## config.mk

```make
export PLATFORM = sky130hd
export DESIGN_NAME = rxcmd_status_encoder
export DESIGN_NICKNAME = d
export VERILOG_FILES = /design/src/include/rxcmd_pkg.sv /design/src/rxcmd_status_encoder.sv
export VERILOG_INCLUDE_DIRS = /design/src /design/src/include
export SDC_FILE = /design/constraint.sdc
export NUM_CORES = 1
export LEC_CHECK = 0
export BUFFER_PORTS_ARGS = -buffer_cell sky130_fd_sc_hd__buf_2
export CAP_MARGIN = 40
export CORE_MARGIN = 2
export CORE_UTILIZATION = 46
export DETAILED_ROUTE_END_ITERATION = 10
export GPL_TIMING_DRIVEN = 0
export HOLD_SLACK_MARGIN = 0.12
export PLACE_DENSITY = 0.77
export SYNTH_ARGS = -nofsm -noshare
export SYNTH_HDL_FRONTEND = slang
export SYNTH_SLANG_ARGS = --single-unit
export TNS_END_PERCENT = 5
```

## constraint.sdc

```tcl
create_clock -name sys_clk -period 2.3 [get_ports sys_clk]
set_clock_uncertainty 0.05 [all_clocks]
set_input_delay 0.23 -clock sys_clk [delete_from_list [all_inputs] [get_ports sys_clk]]
set_output_delay 0.23 -clock sys_clk [all_outputs]
set_load 0.01 [all_outputs]
```

## src/include/rxcmd_defs.svh

```systemverilog
// Bit positions and codes for the receive-command status byte.
// Assumes inclusion by bare name from design files.
`ifndef RXCMD_DEFS_SVH
`define RXCMD_DEFS_SVH
`define LS_LSB 0
`define VBUS_LSB 2
`define EVT_LSB 4
`define ID_BIT 6
`define ALT_BIT 7
`define XCVR_HS 2'h0
`define XCVR_FS 2'h1
`define XCVR_LS 2'h2
`define XCVR_FS4LS 2'h3
`define OPMODE_CHIRP 2'h2
`define LS_SE0 2'h0
`define LS_J 2'h1
`define LS_K 2'h2
`define LS_SE1 2'h3
`endif

```

## src/include/rxcmd_pkg.sv

```systemverilog
// Types shared by the receive-command encoder.
// Assumes nothing of its surroundings.
package rxcmd_pkg;
  typedef enum logic [1:0] {
    ST_IDLE = 2'h0,
    ST_SEND = 2'h1,
    ST_HOLD = 2'h3
  } send_state_t;
endpackage

```

## src/rxcmd_status_encoder.sv

```systemverilog
// Receive-command status byte builder and sender toward the link.
// Assumes all inputs synchronous to sys_clk; the link accepts a byte at any time.
`timescale 1ns/10ps
`include "rxcmd_defs.svh"

module rxcmd_status_encoder (
  input wire logic sys_clk,
  input wire logic sys_rst,
  input wire logic dp_level,
  input wire logic dm_level,
  input wire logic squelch,
  input wire logic hs_diff_rx_level,
  input wire logic [1:0] xcvr_select,
  input wire logic term_select,
  input wire logic [1:0] op_mode,
  input wire logic dp_pulldown,
  input wire logic dm_pulldown,
  input wire logic [1:0] vbus_state,
  input wire logic [1:0] rx_event,
  input wire logic id_pin,
  input wire logic bvalid,
  input wire logic bvalid_rise_en,
  input wire logic bvalid_fall_en,
  output logic dir,
  output logic [7:0] rxcmd_data,
  output logic rxcmd_strobe
);

  // Maps raw line levels to the two-bit line state per mode and role
  function automatic logic [1:0] encode_ls(input logic dp, input logic dm, input logic sq,
                                           input logic hsrx, input logic [1:0] xs,
                                           input logic ts, input logic [1:0] om,
                                           input logic host);
    logic [1:0] fs;
    fs = {dm, dp};
    encode_ls = fs;
    if (xs == `XCVR_HS && !ts && om == `OPMODE_CHIRP) begin
      encode_ls = sq ? 2'h0 : (hsrx ? 2'h1 : 2'h2);
    end else if (xs == `XCVR_HS && !ts) begin
      encode_ls = sq ? 2'h0 : 2'h1;
    end else if (host && xs == `XCVR_LS && ts) begin
      encode_ls = fs; // Raw levels: dp high is K, dm high is J
    end
  endfunction

  logic [1:0] line_state;
  logic [6:0] status_now;
  logic [6:0] last_sent_ff;
  logic [6:0] nxt_last_sent;
  logic bvalid_ff;
  logic nxt_bvalid;
  logic alt_pend_ff;
  logic nxt_alt_pend;
  logic dir_ff;
  logic nxt_dir;
  logic strobe_ff;
  logic nxt_strobe;
  logic [7:0] data_ff;
  logic [7:0] nxt_data;
  logic alt_event;
  logic changed;
  rxcmd_pkg::send_state_t state_ff;
  rxcmd_pkg::send_state_t nxt_state;

  // Live status fields assembled each cycle
  always_comb begin
    line_state = encode_ls(dp_level, dm_level, squelch, hs_diff_rx_level, xcvr_select,
                           term_select, op_mode, dp_pulldown & dm_pulldown);
    status_now = {id_pin, rx_event, vbus_state, line_state};
    alt_event = (bvalid & ~bvalid_ff & bvalid_rise_en) |
                (~bvalid & bvalid_ff & bvalid_fall_en);
    changed = (status_now != last_sent_ff) | alt_event | alt_pend_ff;
  end

  // Sender: one byte per change, all current fields merged
  always_comb begin
    nxt_state = state_ff;
    nxt_last_sent = last_sent_ff;
    nxt_bvalid = bvalid;
    nxt_alt_pend = alt_pend_ff | alt_event;
    nxt_dir = 1'b0;
    nxt_strobe = 1'b0;
    nxt_data = data_ff;
    unique case (state_ff)
      rxcmd_pkg::ST_IDLE: begin
        if (changed) begin
          nxt_state = rxcmd_pkg::ST_SEND;
          nxt_dir = 1'b1;
        end
      end
      rxcmd_pkg::ST_SEND: begin
        nxt_dir = 1'b1;
        nxt_strobe = 1'b1;
        nxt_data = {alt_pend_ff | alt_event, status_now};
        nxt_last_sent = status_now;
        nxt_alt_pend = 1'b0;
        nxt_state = rxcmd_pkg::ST_HOLD;
      end
      rxcmd_pkg::ST_HOLD: begin
        if (changed) begin
          nxt_dir = 1'b1; // Back-to-back byte without turnaround
          nxt_state = rxcmd_pkg::ST_SEND;
        end else begin
          nxt_state = rxcmd_pkg::ST_IDLE;
        end
      end
      default: nxt_state = rxcmd_pkg::ST_IDLE;
    endcase
  end

  // Registers for the sender
  always_ff @(posedge sys_clk) begin
    if (sys_rst) begin
      state_ff <= rxcmd_pkg::ST_IDLE;
      last_sent_ff <= 7'h00;
      bvalid_ff <= 1'b0;
      alt_pend_ff <= 1'b0;
      dir_ff <= 1'b0;
      strobe_ff <= 1'b0;
      data_ff <= 8'h00;
    end else begin
      state_ff <= nxt_state;
      last_sent_ff <= nxt_last_sent;
      bvalid_ff <= nxt_bvalid;
      alt_pend_ff <= nxt_alt_pend;
      dir_ff <= nxt_dir;
      strobe_ff <= nxt_strobe;
      data_ff <= nxt_data;
    end
  end

  assign dir = dir_ff;
  assign rxcmd_data = data_ff;
  assign rxcmd_strobe = strobe_ff;
endmodule

```

=== Word-level counts from Yosys, hierarchy flattened ===
Cells that the tools add are included.

* Equality and inequality tests: 5
* Multiplexer cells: 11
* Bitwise gates (word level): 10
* Reduce and logical (&&, ||, !) cells: 7

{| class="wikitable"
|+ Operators with widths
! cell !! number
|-
| 2-to-1 mux 2 bit || 5
|-
| inequality test 7 bit || 1
|-
| one-hot mux 2 bit (3 select lines) || 1
|-
| bitwise AND 1 bit || 4
|-
| == test 2 bit, second input constant || 2
|-
| logical NOT 2 bit || 2
|-
| 2-to-1 mux 1 bit || 4
|-
| bitwise OR 1 bit || 4
|-
| OR reduction 2 bit || 2
|-
| == test 2 x 1 -> 1 bit, second input constant || 1
|-
| logical AND 1 bit || 2
|-
| inequality test 2 bit, second input constant || 1
|-
| NOT 1 bit || 2
|-
| one-hot mux 1 bit (2 select lines) || 1
|-
| logical NOT 1 bit || 1
|}

* Register bits after elaboration: 21
* Bits of input ports: 21
* Output and inout bits: 10

=== Longest topological paths before layout ===
* Depth in word-level cells: 9
* Gate-level depth with buffers: 5
* Gate-level depth less buffers: 5

=== Worst setup path before layout ===
OpenSTA, ideal clock, no wires.

* Path kind: reg-to-reg
* From: register last_sent_ff[1]
* To: register state_ff[0]
* Arrival: 1.569 ns
* Path slack: 0.565 ns
* Cell stages (with the launch flop): 6
* Path buffers: 0
* Period minus slack after synthesis: 1.735 ns
* Path through: dfxtp_1 > nor4b_1 > a21o_1 > o2111ai_2 > or4_1 > o211a_1

* Word-level cells in the longest chain between the ends: 5
* Elaborated cells between the ends (all ways): 6

{| class="wikitable"
|+ RTL lines
! element !! RTL line !! RTL
|-
| start, declared || rxcmd_status_encoder.sv:48 || <nowiki>logic [6:0] last_sent_ff;</nowiki>
|-
| start signal, assigned || rxcmd_status_encoder.sv:123 || <nowiki>last_sent_ff <= nxt_last_sent;</nowiki>
|-
| inequality test 7 bit (*) || rxcmd_status_encoder.sv:72 || <nowiki>changed = (status_now != last_sent_ff) | alt_event | alt_pend_ff;</nowiki>
|-
| bitwise OR 1 bit (*) (2 in series) || rxcmd_status_encoder.sv:72 ||
|-
| 2-to-1 mux 1 bit || rxcmd_status_encoder.sv:100 || <nowiki>if (changed) begin</nowiki>
|-
| one-hot mux 2 bit (3 select lines) || rxcmd_status_encoder.sv:84 || <nowiki>unique case (state_ff)</nowiki>
|-
| end signal, assigned || rxcmd_status_encoder.sv:114 || <nowiki>state_ff <= rxcmd_pkg::ST_IDLE;</nowiki>
|-
| end signal, assigned || rxcmd_status_encoder.sv:122 || <nowiki>state_ff <= nxt_state;</nowiki>
|-
| end, declared || rxcmd_status_encoder.sv:62 || <nowiki>rxcmd_pkg::send_state_t state_ff;</nowiki>
|}

Mark *: on every way between the ends. The rest lies on a longest branch, timed or not.
A chain may end at the register's enable or synchronous reset.

=== Worst setup path after layout ===
Ends and elaborated chain as after synthesis.

==> results.md <==
Detailed routing:
- Using the TritonRoute via totals, the vias-per-cell ratio works out to around 5.5.
- The number of optimization iterations in the first detailed-route pass is 4.
- The detailed router placed 696 vias in this run.
- The final wirelength is 1.507 mm.
- The count of nets left with antenna violations once routing finished came out at 0.
- The remaining routing DRC violations is 0.
- After detailed routing, the average wire length per cell comes to 11.96 um.
- For this block, the initial DRC count from the detailed router was 16.

Yosys:
- By area, the combinational part of the netlist is dominated by compound AO/OA/AOI/OAI gates.
- The number of standard cells after synthesis is between 70 and 80.
- The synthesized netlist devotes 18.67% of its cell area to compound gates.
- The average cell area after synthesis is 9.881 sq um.
- Synthesis instantiated 30 different standard cells from the library.
- The share of the Yosys chip area taken by registers is 36.36%.
- In this run, synthesis produced a sequential element count of 14.
- The share of synthesized area spent on multiplexers is 8.442%.
- The post-synthesis instance area is 770.7 sq um.
- The synthesized netlist devotes 18.34% of its cell area to simple gates.
- The arithmetic-cell share of the synthesized area counting full adders, half adders and majority gates is under 10%.
- Yosys printed 0 warnings.
- The number of nets handed over by synthesis was 103.
- The post-synthesis xor/xnor area fraction is under 10%.

STA:
- The number of pins exceeding their max-slew limit in the final report is 0.
- The final number of hold-violating endpoints is 0.
- Setup total negative slack on the finished layout was measured at 0 ps.
- Headroom to the max-slew limit came out at roughly 62%.
- The total setup violations reported at the end of the flow is 0.
- Based on the critical path, the design can be clocked at up to between 500 and 600 MHz.
- Setup repair after global routing left no endpoint under its margin.
- Counting I/O delays and the setup requirement, the final critical path takes around 1800 ps.
- Of the available clock period, the critical path in the final layout requires around four fifths.
- The slew at the pin closest to its max-slew limit is roughly 570 ps.

GRT:
- Summed over all layers, the global routing overflow is 0.
- The number of antenna violations at the first check in global routing was 0.
- The first global-routing pass estimated around 2.4 mm of wire.
- The via count of the first global-routing pass came to 627.
- The overall track demand over capacity in global routing is 16.43%.
- Entering global routing, the biggest net connects 11 pins.

Critical path:
- For the worst flop-to-flop path, the logic depth is 5.
- STA classifies the critical path endpoint as a flop.
- The worst register-to-register path begins at last_sent_ff[1].
- The setup check on the worst reg-to-reg path leaves a slack of 490 ps.
- The critical path is of the reg2reg type.
- The reg-to-reg endpoint is state_ff[0].
- In this run the worst path has a maximum fanout of 5.
- For the worst setup path, the data arrival time is 1930 ps.
- The kind of start point of the critical path is a flop.
- Data on the critical path is required at its endpoint by around 2400 ps.

Placement:
- The weighted congestion at the end of routability-driven global placement is 0.7845.
- The final HPWL from detailed placement is 1.175 mm.
- The number of port buffers is 28.

Die:
- The total I/O pin count is 31.
- Measured along the y axis, the die boundary spans 44.94 um.
- The area of the core is 1541 sq um.
- After floorplanning, the core was divided into 14 placement rows.
- Measured along the x axis, the die boundary spans 44.94 um.
- The die footprint is 2019 sq um.
- For this configuration, the core starts out at a cell density of 50.00%.

Clocking:
- The post-CTS repair timing setup buffer count is 0.
- Once the clock tree was built, the resizer swapped 0 gates to a different size.
- The number of CTS-inserted buffers is 3.
- The root cell of the clock tree is clkbuf_4.
- After clock tree synthesis, the clock-pin slew on the worst setup and hold paths is about 80 ps.
- The maximum clock path buffer count is 2.
- The clock latency at the later pin of the worst-skew pair is 270 ps.
- The total number of H-tree levels is 1.
- Buffers inserted to repair hold after CTS numbered 1.
- The TritonCTS clock tree is built.
- The clock sink total is 14.

Finish:
- The final layout contains 137 nets.
- The share of layout cells above drive strength 1 is between 30 and 40%.
- The synthesis-to-finish area growth is 25.00%.
- The antenna diode instance count is 0.

Status:
- The flow ran to the end, and the final reports show no timing, DRC or antenna violations.

Flow run:
- Max-cap violations in this run came to 0.

Power:
- In this run the power density over the cells is 606.2 nW/um^2.
- The largest voltage drop on the vdd net is 0.4185 mV.
- The total power is 0.5840 mW.
- The reported leakage power is 0.4594 nW.

Hold path:
- The endpoint with the worst hold slack is bvalid_ff.
- The startpoint of the most critical hold path is bvalid.
- The min-delay analysis places its worst path in the category in2reg.
- Along the worst hold path, the cell count comes to 2.
-- power by group --
group | internal, mW | total [mW] | leakage, nW | switching, mW
clock network | 0.0606 | 0.135 | 0.0138 | 0.0747
logic | 0.0752 | 0.161 | 0.330 | 0.0857
registers | 0.268 | 0.288 | 0.116 | 0.0200
total | 0.404 | 0.584 | 0.459 | 0.180
-- state kept, by name, summed over array words and instances, names as in the netlist --
| signal | count |
|---|---|
| rxcmd_strobe | 1 |
| last_sent_ff | 6 |
| rxcmd_data | 2 |
| state_ff | 2 |
| dir | 1 |
| bvalid_ff | 1 |
| alt_pend_ff | 1 |
-- how the worst max path moves through the flow --
| stage | startpoint | to | cells past startpoint |
|---|---|---|---|
| 2_1_floorplan | last_sent_ff[1] | state_ff[0] | 5 |
| 3_3_place_gp | op_mode[0] | state_ff[0] | 6 |
| 3_5_place_dp | op_mode[0] | state_ff[0] | 6 |
| 4_1_cts | last_sent_ff[1] | state_ff[0] | 5 |
| 5_1_grt | last_sent_ff[1] | state_ff[0] | 5 |
| 6_report | last_sent_ff[1] | state_ff[0] | 5 |
-- cell usage in the layout (no fill, tap or decap), types with 2 or more instances in the layout --
| cell | netlist | final |
|---|---|---|
| clkbuf_4 | 0 | 3 |
| dfxtp_1 | 14 | 14 |
| inv_1 | 6 | 6 |
| nor3_1 | 5 | 5 |
| ha_1 | 4 | 4 |
| a211oi_1 | 3 | 3 |
| nor2_1 | 12 | 12 |
| xor2_1 | 5 | 5 |
| or4_1 | 2 | 2 |
| buf_2 | 0 | 28 |
| clkbuf_1 | 2 | 2 |
| mux2i_1 | 5 | 5 |
-- worst max-delay path: stages (launching register included) --
cell and delay, ps:
dfxtp_1 410, nor4b_1 260, a21o_1 180, o2111ai_2 190, or4_1 500, o211a_1 110
-- metal layers --
layer	wire length (um)	GRT usage, %
met1	668	20.00
met3	106	2.400
met4	9	7.059
met5	0	0
met2	721	28.57
-- logic make-up (layout without fill, tap and decap cells) --
family                     after synthesis  after routing
xor gates and xnor gates                 6              6
AOI/OAI and AO/OA                       15             15
DFF                                     14             14
muxes                                    6              6
adders and majority gates                4              4
buffers and inverters                    8             40
and+or+nand+nor                         25             25
-- per-stage QoR --
step                utilization (%)  setup slack [ps]  std cells  hold slack, ps  instance area (sq um)
finish                        62.50             486.0        126           154.2                  963.4
detailed placement            60.39             346.7        122           403.8                  930.9
global placement              60.39             402.4        122           406.1                  930.9
CTS                           62.50             484.0        126           153.0                  963.4
floorplan                         -             564.7         78           251.6                  770.7
global route                  62.50             335.4        126           183.8                  963.4
-- area by class of cell --
cell class / instances / area, sq um
fillers: 152 / 578.1
multi-input cells: 56 / 460.4
flip-flops and latches: 14 / 280.3
repair buffers: 29 / 150.1
clock buffers: 3 / 22.52
inverters: 6 / 22.52
well taps: 16 / 20.02
plain buffers: 2 / 7.507
-- synthesized netlist by cell type --
cell	count	area [sq um]
a211oi_1	3	22.52
a211oi_2	1	12.51
a21o_1	1	7.510
a21oi_1	1	5.000
a311oi_2	1	15.01
and3b_1	1	8.760
clkbuf_1	2	7.510
dfxtp_1	14	280.3
ha_1	4	50.05
inv_1	6	22.52
mux2_4	1	15.01
mux2i_1	5	50.05
nor2_1	12	45.04
nor2b_1	1	6.260
nor3_1	5	25.02
nor3_2	1	10.01
nor3b_1	1	7.510
nor4b_1	1	8.760
nor4b_2	1	15.01
o2111ai_2	1	15.01
o211a_1	1	10.01
o21a_1	1	7.510
o21bai_1	1	7.510
o22ai_2	1	12.51
o311a_2	1	11.26
o311ai_0	1	8.760
o31a_1	1	8.760
or4_1	2	15.01
xor2_1	5	43.79
xor2_2	1	16.27
No activity file was read; power rests on OpenSTA's default activity.
